`config.mk`:
```
export PLATFORM = sky130hd
export DESIGN_NAME = mag_minmax_offset_tracker
export DESIGN_NICKNAME = d
export VERILOG_FILES = /design/src/rtl/minmax_pkg.sv /design/src/rtl/mag_minmax_offset_tracker.sv /design/src/rtl/axis_extremum.sv
export SDC_FILE = /design/constraint.sdc
export NUM_CORES = 1
export LEC_CHECK = 0
export BUFFER_PORTS_ARGS = -buffer_cell sky130_fd_sc_hd__buf_2
export CAP_MARGIN = 20
export CORE_MARGIN = 2
export CORE_UTILIZATION = 50
export DETAILED_ROUTE_END_ITERATION = 16
export GPL_TIMING_DRIVEN = 0
export PLACE_DENSITY = 0.79
export SLEW_MARGIN = 20
export SYNTH_ARGS = -nofsm -noshare
export SYNTH_HDL_FRONTEND = slang
export SYNTH_SLANG_ARGS = --single-unit
```
`constraint.sdc`:
```
create_clock -name ref_clk -period 7.28 [get_ports ref_clk]
set_input_delay 1.456 -clock ref_clk [delete_from_list [all_inputs] [get_ports ref_clk]]
set_output_delay 1.456 -clock ref_clk [all_outputs]
set_load 0.05 [all_outputs]
```
`src/rtl/minmax_pkg.sv`:
```
package minmax_pkg;
    // Register offsets, byte addresses on the device register port
    localparam logic [7:0] ACCEL_SYNC_X_HIGH = 8'h39;
    localparam logic [7:0] ACCEL_SYNC_X_LOW = 8'h3a;
    localparam logic [7:0] ACCEL_SYNC_Y_HIGH = 8'h3b;
    localparam logic [7:0] ACCEL_SYNC_Y_LOW = 8'h3c;
    localparam logic [7:0] ACCEL_SYNC_Z_HIGH = 8'h3d;
    localparam logic [7:0] ACCEL_SYNC_Z_LOW = 8'h3e;
    localparam logic [7:0] FIELD_PEAK_X_HIGH = 8'h45;
    localparam logic [7:0] FIELD_PEAK_X_LOW = 8'h46;
    localparam logic [7:0] FIELD_PEAK_Y_HIGH = 8'h47;
    localparam logic [7:0] FIELD_PEAK_Y_LOW = 8'h48;
    localparam logic [7:0] FIELD_PEAK_Z_HIGH = 8'h49;
    localparam logic [7:0] FIELD_PEAK_Z_LOW = 8'h4a;
    // Field layout of the acceleration high byte
    localparam int ACCEL_W = 14;
    localparam int ACCEL_HIGH_BITS = 6;
    // Reset and restore patterns
    localparam logic [15:0] PEAK_RESTORE = 16'h8000;
    localparam logic [15:0] FLOOR_RESTORE = 16'h7fff;
    localparam logic [13:0] ACCEL_RESET = 14'h0000;
    localparam logic [15:0] OFFSET_RESET = 16'h0000;
    localparam logic [7:0] READ_RESET = 8'h00;
    localparam int AXES = 3;
    // Decimation: accel samples per period = 2^(rate[1:0]) * 2^(oversample[1:0])
    localparam logic [7:0] DECIM_ONE = 8'h01;
    // Extremum update mode
    typedef enum logic { TRACK_MAX, TRACK_MIN } track_mode_t;
endpackage

```
`src/rtl/mag_minmax_offset_tracker.sv`:
```
`timescale 1ns/10ps
`default_nettype none
// Function
// Accel sample: 14-bit, high byte bits 13..8
// Peak pairs at 0x45..0x4A, high first
// Peaks are signed 16-bit, 0.1 uT/LSB
// Offset equals (max plus min) halved
// Auto calibration writes offsets each period; here none while maxmin_disable is set
// Reset or restore loads peaks with 0x8000
// Host peak writes overwritten next period; here only by a larger signed sample, and not while maxmin_disable is set
// Accel samples decimated, aligned to mag
// Accel samples right-justified in pair
// Reset or restore loads floors with 0x7FFF
// Peak replaced only by larger signed sample
module mag_minmax_offset_tracker
    import minmax_pkg::*;
(
    input wire logic ref_clk,
    input wire logic reset_n,
    input wire logic reg_write,
    input wire logic reg_read,
    input wire logic [7:0] reg_addr,
    input wire logic [7:0] reg_wdata,
    output logic [7:0] reg_rdata,
    input wire logic accel_valid,
    input wire logic [13:0] accel_x,
    input wire logic [13:0] accel_y,
    input wire logic [13:0] accel_z,
    input wire logic mag_done,
    input wire logic [15:0] mag_x,
    input wire logic [15:0] mag_y,
    input wire logic [15:0] mag_z,
    input wire logic [2:0] accel_rate_sel,
    input wire logic [2:0] mag_oversample_sel,
    input wire logic maxmin_disable,
    input wire logic maxmin_restore,
    input wire logic auto_cal_enable,
    output logic [15:0] field_offset_x,
    output logic [15:0] field_offset_y,
    output logic [15:0] field_offset_z,
    output logic field_offset_load
);
    logic [13:0] accel_in [AXES];
    logic [15:0] mag_in [AXES];
    logic [15:0] peak [AXES];
    logic [15:0] floor_v [AXES];
    logic [13:0] sync_r [AXES];
    logic [13:0] sync_nxt [AXES];
    logic [15:0] offset_r [AXES];
    logic [15:0] offset_nxt [AXES];
    logic [15:0] offset_calc [AXES];
    logic [7:0] decim_r;
    logic [7:0] decim_nxt;
    logic [7:0] decim_target;
    logic [7:0] rdata_r;
    logic [7:0] rdata_nxt;
    logic load_r;
    logic load_nxt;
    logic period_end;

    assign accel_in[0] = accel_x;
    assign accel_in[1] = accel_y;
    assign accel_in[2] = accel_z;
    assign mag_in[0] = mag_x;
    assign mag_in[1] = mag_y;
    assign mag_in[2] = mag_z;
    // Updates only while tracking is enabled
    assign period_end = mag_done && !maxmin_disable;

    // Per-axis trackers, offsets and peak write decode
    genvar a;
    generate
        for (a = 0; a < AXES; a++)
        begin : g_axis
            logic wr_hi;
            logic wr_lo;
            logic [16:0] sum;
            assign wr_hi = reg_write && (reg_addr == FIELD_PEAK_X_HIGH + 8'(2 * a));
            assign wr_lo = reg_write && (reg_addr == FIELD_PEAK_X_LOW + 8'(2 * a));
            // Sign-extended sum keeps the carry, then halve arithmetically
            assign sum = {peak[a][15], peak[a]} + {floor_v[a][15], floor_v[a]};
            assign offset_calc[a] = sum[16:1];

            // Peak register, host writable
            axis_extremum #(
                .MODE(TRACK_MAX),
                .RESTORE(PEAK_RESTORE)
            ) u_peak (
                .ref_clk(ref_clk),
                .reset_n(reset_n),
                .restore(maxmin_restore),
                .update(period_end),
                .sample(mag_in[a]),
                .wr_high(wr_hi),
                .wr_low(wr_lo),
                .wr_data(reg_wdata),
                .value(peak[a])
            );

            // Floor register; no host port, its write inputs are tied off
            axis_extremum #(
                .MODE(TRACK_MIN),
                .RESTORE(FLOOR_RESTORE)
            ) u_floor (
                .ref_clk(ref_clk),
                .reset_n(reset_n),
                .restore(maxmin_restore),
                .update(period_end),
                .sample(mag_in[a]),
                .wr_high(1'b0),
                .wr_low(1'b0),
                .wr_data(8'h00),
                .value(floor_v[a])
            );
        end
    endgenerate

    // Decimation target from data rate and oversampling; at most 64 pulses
    always_comb
    begin
        decim_target = DECIM_ONE << 3'(accel_rate_sel[1:0] + mag_oversample_sel[1:0]);
    end

    // Next state: accel capture at decimated points, offsets at period end
    always_comb
    begin
        decim_nxt = decim_r;
        load_nxt = 1'b0;
        for (int i = 0; i < AXES; i++)
        begin
            sync_nxt[i] = sync_r[i];
            offset_nxt[i] = offset_r[i];
        end
        if (mag_done)
        begin
            // Realign the decimator on each magnetic sample
            decim_nxt = 8'h00;
            for (int i = 0; i < AXES; i++)
                sync_nxt[i] = accel_in[i];
        end
        else if (accel_valid)
        begin
            if (decim_r + 8'h01 >= decim_target)
            begin
                decim_nxt = 8'h00;
                for (int i = 0; i < AXES; i++)
                    sync_nxt[i] = accel_in[i];
            end
            else
                decim_nxt = decim_r + 8'h01;
        end
        if (period_end && auto_cal_enable)
        begin
            // Offsets from the extrema as they stand before this update
            load_nxt = 1'b1;
            for (int i = 0; i < AXES; i++)
                offset_nxt[i] = offset_calc[i];
        end
    end

    // Register capture and offset state
    always_ff @(posedge ref_clk or negedge reset_n)
    begin
        if (!reset_n)
        begin
            decim_r <= 8'h00;
            load_r <= 1'b0;
            for (int i = 0; i < AXES; i++)
            begin
                sync_r[i] <= ACCEL_RESET;
                offset_r[i] <= OFFSET_RESET;
            end
        end
        else
        begin
            decim_r <= decim_nxt;
            load_r <= load_nxt;
            for (int i = 0; i < AXES; i++)
            begin
                sync_r[i] <= sync_nxt[i];
                offset_r[i] <= offset_nxt[i];
            end
        end
    end

    // Read mux, registered; unmapped addresses read zero
    always_comb
    begin
        rdata_nxt = rdata_r;
        if (reg_read)
        begin
            case (reg_addr)
                ACCEL_SYNC_X_HIGH: rdata_nxt = {2'b00, sync_r[0][13:8]};
                ACCEL_SYNC_X_LOW: rdata_nxt = sync_r[0][7:0];
                ACCEL_SYNC_Y_HIGH: rdata_nxt = {2'b00, sync_r[1][13:8]};
                ACCEL_SYNC_Y_LOW: rdata_nxt = sync_r[1][7:0];
                ACCEL_SYNC_Z_HIGH: rdata_nxt = {2'b00, sync_r[2][13:8]};
                ACCEL_SYNC_Z_LOW: rdata_nxt = sync_r[2][7:0];
                FIELD_PEAK_X_HIGH: rdata_nxt = peak[0][15:8];
                FIELD_PEAK_X_LOW: rdata_nxt = peak[0][7:0];
                FIELD_PEAK_Y_HIGH: rdata_nxt = peak[1][15:8];
                FIELD_PEAK_Y_LOW: rdata_nxt = peak[1][7:0];
                FIELD_PEAK_Z_HIGH: rdata_nxt = peak[2][15:8];
                FIELD_PEAK_Z_LOW: rdata_nxt = peak[2][7:0];
                default: rdata_nxt = READ_RESET;
            endcase
        end
    end

    // Read data holds until the next read
    always_ff @(posedge ref_clk or negedge reset_n)
    begin
        if (!reset_n)
            rdata_r <= READ_RESET;
        else
            rdata_r <= rdata_nxt;
    end

    assign reg_rdata = rdata_r;
    assign field_offset_x = offset_r[0];
    assign field_offset_y = offset_r[1];
    assign field_offset_z = offset_r[2];
    assign field_offset_load = load_r;
endmodule
`default_nettype wire

```
`src/rtl/axis_extremum.sv`:
```
`timescale 1ns/10ps
`default_nettype none
// One tracked extremum for one axis: restore, host write, period update
module axis_extremum
    import minmax_pkg::*;
#(
    parameter track_mode_t MODE = TRACK_MAX,
    parameter logic [15:0] RESTORE = PEAK_RESTORE
)(
    input wire logic ref_clk,
    input wire logic reset_n,
    input wire logic restore,
    input wire logic update,
    input wire logic [15:0] sample,
    input wire logic wr_high,
    input wire logic wr_low,
    input wire logic [7:0] wr_data,
    output logic [15:0] value
);
    logic [15:0] value_r;
    logic [15:0] value_nxt;
    logic better;

    // Signed compare picks a new extremum
    always_comb
    begin
        if (MODE == TRACK_MAX)
            better = $signed(sample) > $signed(value_r);
        else
            better = $signed(sample) < $signed(value_r);
        value_nxt = value_r;
        if (restore)
            value_nxt = RESTORE;
        else if (update)
        begin
            // Period update drops any host write in the same cycle
            if (better)
                value_nxt = sample;
        end
        else if (wr_high)
            value_nxt = {wr_data, value_r[7:0]};
        else if (wr_low)
            value_nxt = {value_r[15:8], wr_data};
    end

    // Reset lands on the restore pattern, not the printed zero
    always_ff @(posedge ref_clk or negedge reset_n)
    begin
        if (!reset_n)
            value_r <= RESTORE;
        else
            value_r <= value_nxt;
    end

    assign value = value_r;
endmodule
`default_nettype wire

```
Word level (Yosys, flattened, before mapping) --
Cells that the tools add are included.
Storage, ports and cells: bits in registers 203, bits in latches 0, RAM bits 0, bits in read-only memories 0, input port bits 121, output and inout bits 57, word-level logic and storage cells 112, memories kept 0
Operators by class: add/sub/neg operators 5, multipliers 0, divide/modulo/power cells 0, order comparisons 7, eq/ne operators 18, shifts and indexed selects 1, muxes and demuxes 32, bitwise operators 0, reductions and logical operators 31
Operators with widths (count):
- 2-to-1 mux 16 bit | 21
- 2-to-1 mux 42 bit | 3
- one-hot mux 8 bit (12 select lines) | 1
- adder 16 x 16 -> 17 bit | 3
- == test 8 x 6 -> 1 bit (second input constant) | 6
- == test 8 x 7 -> 1 bit (second input constant) | 6
- greater-than comparator 16 bit | 3
- < comparator 16 bit | 3
- 2-to-1 mux 8 bit | 6
- nonzero test 3 bit | 6
- AND reduction 2 bit | 7
- nonzero test 2 bit | 6
- != test 3 x 2 -> 1 bit (second input constant) | 3
- != test 3 bit (second input constant) | 3
- AND reduction 3 bit | 3
- adder 8 x 1 -> 8 bit (second input constant) | 1
- >= comparator 8 bit | 1
- logical AND 1 bit | 8
- left shift 1 x 3 -> 8 bit (first input constant) | 1
- adder 2 x 2 -> 3 bit | 1
- zero test 1 bit | 1
- 2-to-1 mux 1 bit | 1

Longest topological paths before layout --
Gate-level depths: netlist of run 1.
word-level depth 6, mapped depth 14

By module --
A second synthesis of run 1 with hierarchy kept.
Unflattened totals: cell total of the unflattened synthesis 1617, area, all modules 15097.0 um2
Modules (own cells, without submodules):
- mag_minmax_offset_tracker | instances 1, cells an instance 777, area an instance 7342.0 um2, sequential area each 2677.6 um2
- axis_extremum (g_axis[0].u_floor ...) | instances 3, cells an instance 140, area an instance 1331.3 um2, sequential area each 419.2 um2
- axis_extremum (g_axis[0].u_peak ...) | instances 3, cells an instance 140, area an instance 1253.7 um2, sequential area each 401.6 um2

Least setup slack after synthesis of run 1 --
OpenSTA, ideal clock, no wires.
kind in2reg, from input accel_rate_sel[0], to register sync_r[10] in the netlist's numbering, library setup time 125 ps, arrival time 4259 ps, setup slack 2896 ps, stages on the path 11, cell sequence ha_1 inv_1 fa_1 or3b_2 ha_1 a2111oi_0 o21a_1 o31a_1 clkbuf_1 buf_2 mux2_2
Between the ends: longest elaborated chain between the ends 5
RTL lines:
- start, declared | RTL line mag_minmax_offset_tracker.sv:33 | input wire logic [2:0] accel_rate_sel,
- adder 2 x 2 -> 3 bit | RTL line mag_minmax_offset_tracker.sv:121 | decim_target = DECIM_ONE << 3'(accel_rate_sel[1:0] + mag_oversample_sel[1:0]);
- left shift 1 x 3 -> 8 bit | RTL line mag_minmax_offset_tracker.sv:121
- >= comparator 8 bit | RTL line mag_minmax_offset_tracker.sv:143 | if (decim_r + 8'h01 >= decim_target)
- nonzero test 2 bit (no source line)
- AND reduction 2 bit (no source line)
- end signal, assigned by index | RTL line mag_minmax_offset_tracker.sv:180 | sync_r[i] <= sync_nxt[i];
- end, declared | RTL line mag_minmax_offset_tracker.sv:47 | logic [13:0] sync_r [AXES];
Every way passes these cells. A chain may end at the register's enable or synchronous reset.

Worst setup path in the final report of run 1 --
from input accel_rate_sel[0], to register sync_r[24] in the netlist's numbering
The elaborated chain is that of the path after synthesis.

==> flow_summary.yaml, run 1 <==
routing:
  firstDrtPassIters: 7
  wirelength_um: 45500
  via_count: 13100
  wl_per_cell_um: 21.4
  drc: 0
  drt-vias-per-instance: 6.17
  drtIter0Drc: 1292
  antenna_left: 0
floorplanning:
  die_h_um: 173
  start_util_pct: 51.0
  die_x_um: 173
  io_pins: 178
  floorplan.die_area_um2: 29900
  placement_rows: 61
  core_area_um2: 27900
clocking:
  cts-root-buf: "clkbuf_16"
  cts_tree: "built"
  cts_max_path_buffers: 3
  cts_hold_buf: 0
  cts.sinks: 203
  cts_resized: 0
  post_cts_buffers: 0
  path_clk_slew_ns: 0.06
  cts_max_level: 1
  clkLatencyLatePin_ns: 0.53
  cts_buffers: 25
sta:
  fin_worst_skew_ns: 0.0103
  relSlewSlack_pct: 31.2
  holdWs_ns: 0.471
  rsz0062_at_grt: "false"
  period_share_pct: 60.2
  worst_slew_pin_slew_ns: 1.02
  period_minus_slack_ns: 4.38
  finalSetupViolations: 0
  max_freq_ghz: 0.228
  hold_violations: 0
  tns_ns: 0
  maxSlewViolCount: 0
hold_path:
  hold_end: "field_offset_y[12]"
  hold_class: "flop to flop"
  min-delay-start: "field_offset_y[12]"
  hold_depth: 2
synth:
  synth.avg_cell_area_um2: 9.32
  synthesis.nets: 1803
  synth_cell_types: 77
  synth_top_area_share_pct: 27.2
  syn-cell-area_um2: 14300
  synth_edf_count: 0
  seq_area_frac_synth_pct: 36.0
  synth_area_leaders: "dfrtp_1 (27%), ha_1 (13%), dfstp_2 (8.8%), mux2_2 (4.7%), inv_1 (3.4%)"
  syn_inst: 1530
  yosysMostFrequentCell: "dfrtp_1"
  async_flop_share_pct: 100
  yosys-top-cells-count: "dfrtp_1 (155), ha_1 (148), inv_1 (131), nor2_1 (118), nand2_1 (116)"
  synth_seq_cells: 203
  yosysWarnings: 0
  yosys_most_used_dff: "dfrtp_1"
  synth_top_area_cell: "dfrtp_1"
critical_path:
  critPathMaxFanout: 10
  worst_ep_arrival_time_ns: 4.79
  rr_worst_depth: 10
  startpoint_type: "primary input"
  worstSetupEndpointType: "flop"
  r2r_end: "g_axis[2].u_peak.value[13]"
  r2r_slack_ns: 3.87
  r2r-start: "g_axis[2].u_peak.value[1]"
  critPathKind: "primary input to flop"
  crit_required_ns: 7.69
global_routing:
  grt_max_degree: 96
  antenna_found_initial: 2
  overflow: 0
  grt_pass1_vias: 12900
  grt.total_usage_pct: 29.8
  grt_pass1_wl_um: 70700
run_status:
  status: "finished clean"
power_and_ir_drop:
  powerDensity_nw_per_um2: 260
  combPwrFrac_pct: 35.2
  pwr-share-clk_pct: 30.0
  p_int_mw: 2.66
  peakVddDrop_mv: 0.228
  pwr-share-seq_pct: 34.8
  p_sw_share_pct: 38.0
  leakagePower_nw: 7.90
  p_switching_mw: 1.63
  power_mw: 4.28
layout:
  finalNonFillerCells: 2127
  drive_gt1_share_pct: 20.8
  fillers: 2455
  multiInputGateArea_um2: 8330
  fin_nets: 2004
  seq_area_um2: 5140
  area_delta_synth_final_pct: 15.7
placed_design:
  dp.cells: 2082
  gp_congestion: 0.944
  place_hpwl_um: 34800
  portBuffers: 172
flow_run:
  cap_violations: 0
## worst max-delay path, stage by stage
cell      delay (ns)
buf_2           0.10
ha_1            0.18
inv_1           0.06
fa_1            0.50
or3b_2          0.50
ha_1            0.30
a21o_1          0.16
a21oi_1         0.16
o21a_1          0.24
o31a_1          0.15
clkbuf_1        0.23
buf_2           0.38
mux2_2          0.38
## worst max path at each step
| stage | startpoint | endpoint | slack (ns) | cells after the start |
|---|---|---|---|---|
| 4_1_cts | accel_rate_sel[0] | sync_r[28] | 2.93 | 12 |
| 5_1_grt | accel_rate_sel[0] | sync_r[28] | 2.70 | 15 |
| 2_1_floorplan | accel_rate_sel[0] | sync_r[10] | 2.90 | 11 |
| 3_3_place_gp | reset_n | sync_r[35] | 1.27 | 1 |
| 3_5_place_dp | accel_rate_sel[0] | sync_r[28] | 2.39 | 12 |
| 6_report | accel_rate_sel[0] | sync_r[24] | 2.90 | 13 |
## sequential cells by signal, indices dropped and copies added, names as in the netlist
register and count:
g_axis.u_floor.value 48, g_axis.u_peak.value 48, field_offset_x 16, sync_r 42
decim_r 8, field_offset_z 16, reg_rdata 8, field_offset_load 1
field_offset_y 16
## metal layers
layer | routed length [um] | vias to the layer above | global-route usage (%)
met5 | 11 | - | 0
met4 | 2140 | 2 | 13.3
met3 | 3940 | 121 | 6.18
met2 | 20400 | 600 | 46.7
met1 | 19000 | 6391 | 39.8
li1 | - | 6012 | -
## cell families (layout without fill, tap and decap cells)
family / count (synthesis) / in the layout / share of synthesized area (%)
compound gates: 432 / 432 / 20.8
xor+xnor: 45 / 45 / 2.76
fa+ha+maj: 152 / 152 / 13.5
buf+inv: 203 / 421 / 5.53
flops: 203 / 203 / 36.0
mux: 103 / 103 / 7.99
other cells: 0 / 1 / 0
simple gates: 392 / 392 / 13.4
## per-stage QoR
step | setup WS, ns | util [%] | area (um^2)
finish | 2.90 | 59.0 | 16500
global route | 2.70 | 59.0 | 16500
floorplan | 2.90 | - | 14300
global placement | 1.27 | 55.8 | 15600
CTS | 2.93 | 59.0 | 16500
detailed placement | 2.39 | 56.1 | 15700
## final cells by class
cell class                 count  share of cell area [%]
antenna                        1                  0.0152
buffer                        70                    1.75
clock buffer                  37                    4.37
clock inverter                 7                   0.668
inverter                     133                    3.03
multi-input combinational   1124                    50.5
sequential                   203                    31.2
tap                          378                    2.87
timing repair buffer         174                    5.61
## power by group through the flow
stage               combinational [mW]  clock (mW)  sequential [mW]
floorplan                        0.765           0             1.79
global placement                  1.44           0             1.50
detailed placement                1.48           0             1.50
CTS                               1.50        1.29             1.49
global route                      1.63        1.34             1.52
finish                            1.51        1.28             1.49
## cells in the final DEF, fill, tap and decap left out, types with 23 or more instances in the layout
cell	instances
nand3_1	29
a22oi_1	41
mux2i_1	37
a211oi_1	24
a21o_1	42
inv_1	131
nand4_1	24
xor2_1	23
mux2_2	59
buf_2	180
a21oi_1	80
dfstp_2	48
ha_1	148
nand2_1	116
nor2_1	118
clkbuf_16	25
o211ai_1	31
o21ai_0	75
clkbuf_1	61
dfrtp_1	155
Note: power is estimated with default switching activity, not from simulation.
==> run 2, diff against run 1 <==
--- a/config.mk
+++ b/config.mk
@@ -11,7 +11,7 @@
 export CORE_UTILIZATION = 50
 export DETAILED_ROUTE_END_ITERATION = 16
 export GPL_TIMING_DRIVEN = 0
-export PLACE_DENSITY = 0.79
+export PLACE_DENSITY = 0.82
 export SLEW_MARGIN = 20
 export SYNTH_ARGS = -nofsm -noshare
 export SYNTH_HDL_FRONTEND = slang
==> constraint.sdc (replaced) <==
create_clock -name ref_clk -period 3.9 [get_ports ref_clk]
set_input_delay 0.78 -clock ref_clk [delete_from_list [all_inputs] [get_ports ref_clk]]
set_output_delay 0.78 -clock ref_clk [all_outputs]
set_load 0.05 [all_outputs]
==> run 2 against run 1 <==
Net effect: clock skew up 0.011 ns; cell area barely moved; non-clock buffer count unchanged; largest cell class unchanged.
==> flow_summary.yaml, run 2 (synthesis results as in run 1) <==
routing:
  via_count: 13200
  drc: 0
  drt-vias-per-instance: 6.19
  wl_per_cell_um: 21.3
  drtIter0Drc: 1238
  antenna_left: 0
  wirelength_um: 45500
  firstDrtPassIters: 7
floorplanning:
  core_area_um2: 27900
  die_x_um: 173
  start_util_pct: 51.0
  placement_rows: 61
  die_h_um: 173
  floorplan.die_area_um2: 29900
  io_pins: 178
clocking:
  post_cts_buffers: 0
  cts_max_path_buffers: 3
  cts_buffers: 25
  cts_hold_buf: 0
  cts_tree: "built"
  clkLatencyLatePin_ns: 0.54
  cts-root-buf: "clkbuf_16"
  cts_max_level: 1
  cts_resized: 0
  path_clk_slew_ns: 0.06
  cts.sinks: 203
layout:
  fin_nets: 2004
  utilization_pct: 59.1
  layout_commonest_cell: "buf_2"
  final_cell_area_um2: 16500
  mostFrequentLayoutCells: "buf_2 (180), dfrtp_1 (155), ha_1 (148)"
  area_delta_synth_final_pct: 15.7
  finalNonFillerCells: 2130
  drive_gt1_share_pct: 21.2
flow_run:
  cap_violations: 0
sta:
  maxSlewViolCount: 0
  tns_ns: 0
  hold_violations: 0
  holdWs_ns: 0.147
  max_freq_ghz: 0.268
  period_share_pct: 95.5
  relSlewSlack_pct: 31.1
  rsz0062_at_grt: "false"
  fin_worst_skew_ns: 0.0208
  setup_slack_ns: 0.175
  worst_slew_pin_slew_ns: 1.02
  period_minus_slack_ns: 3.72
  finalSetupViolations: 0
global_routing:
  grt_pass1_vias: 13100
  grt_max_degree: 99
  overflow: 0
  grt_pass1_wl_um: 71400
  antenna_found_initial: 2
  grt.total_usage_pct: 29.9
placed_design:
  dp.cells: 2082
  gp_congestion: 0.949
  portBuffers: 172
  place_worst_setup_slack_ns: -0.329
  place_area_um2: 15700
  place_hpwl_um: 34700
critical_path:
  worstSetupEndpointType: "flop"
  critPathMaxFanout: 10
  critPathKind: "primary input to flop"
  critPathSlowestCell: "fa_1"
  worst_ep_arrival_time_ns: 4.13
  cp_cell_sequence: "buf_2 > ha_1 > inv_1 > fa_1 > and3b_1 > ha_1 > nand2b_1 > a21o_1 > a21o_1 > a21oi_1 > o21a_1 > o31a_1 > clkbuf_1 > buf_2 > mux2_2"
  max_stage_delay_ns: 0.50
  crit_required_ns: 4.31
  startpoint_type: "primary input"
power_and_ir_drop:
  leakagePower_nw: 7.89
  power_mw: 7.97
  peakVddDrop_mv: 0.369
  powerDensity_nw_per_um2: 483
run_status:
  status: "finished clean"
hold_path:
  hold_class: "primary input to asynchronous set/reset pin"
run 2: per-layer routing:
layer	track usage, %	part of all wire (%)	wire length [um]
met4	14.0	4.5	2040
met1	40.0	41	18800
met3	5.72	9.2	4170
met2	46.9	45	20400
met5	0	0	0
run 2: worst paths after layout:
kind / startpoint / endpoint / slack (ns) / cells past startpoint
setup / recovery: accel_rate_sel[0] / sync_r[25] / 0.18 / 15
hold / removal: reset_n / field_offset_z[10] / 0.15 / 1
setup reg to reg: g_axis[2].u_peak.value[1] / g_axis[2].u_peak.value[11] / 0.46 / 10
hold reg to reg: field_offset_y[11] / field_offset_y[11] / 0.48 / 2
max in group asynchronous: reset_n / g_axis[0].u_floor.value[3] / 2.59 / 3
min in group ref_clk: field_offset_y[11] / field_offset_y[11] / 0.48 / 2
run 2: area by class of cell:
cell class / count / area, um^2
flip-flops and latches: 203 / 5140
clock inverters: 16 / 160
fillers: 2455 / 11400
inverters: 133 / 499
diodes: 3 / 7.51
repair buffers: 174 / 926
plain buffers: 70 / 289
well taps: 378 / 473
clock buffers: 29 / 671
multi-input cells: 1124 / 8330
run 2: worst max-delay path: cells and delay by family:
kind	cells	cell delay, ns
AO/OA/AOI/OAI	5	0.90
buffers and inverters	4	0.76
adder cells (fa/ha/maj)	3	0.94
AND/OR/NAND/NOR	2	0.37
multiplexers	1	0.38
run 2: where the power goes:
group	internal (mW)	switching (mW)	leakage [nW]
registers	2.49	0.296	2.46
clock network	1.37	0.992	0.393
logic	1.00	1.81	5.03
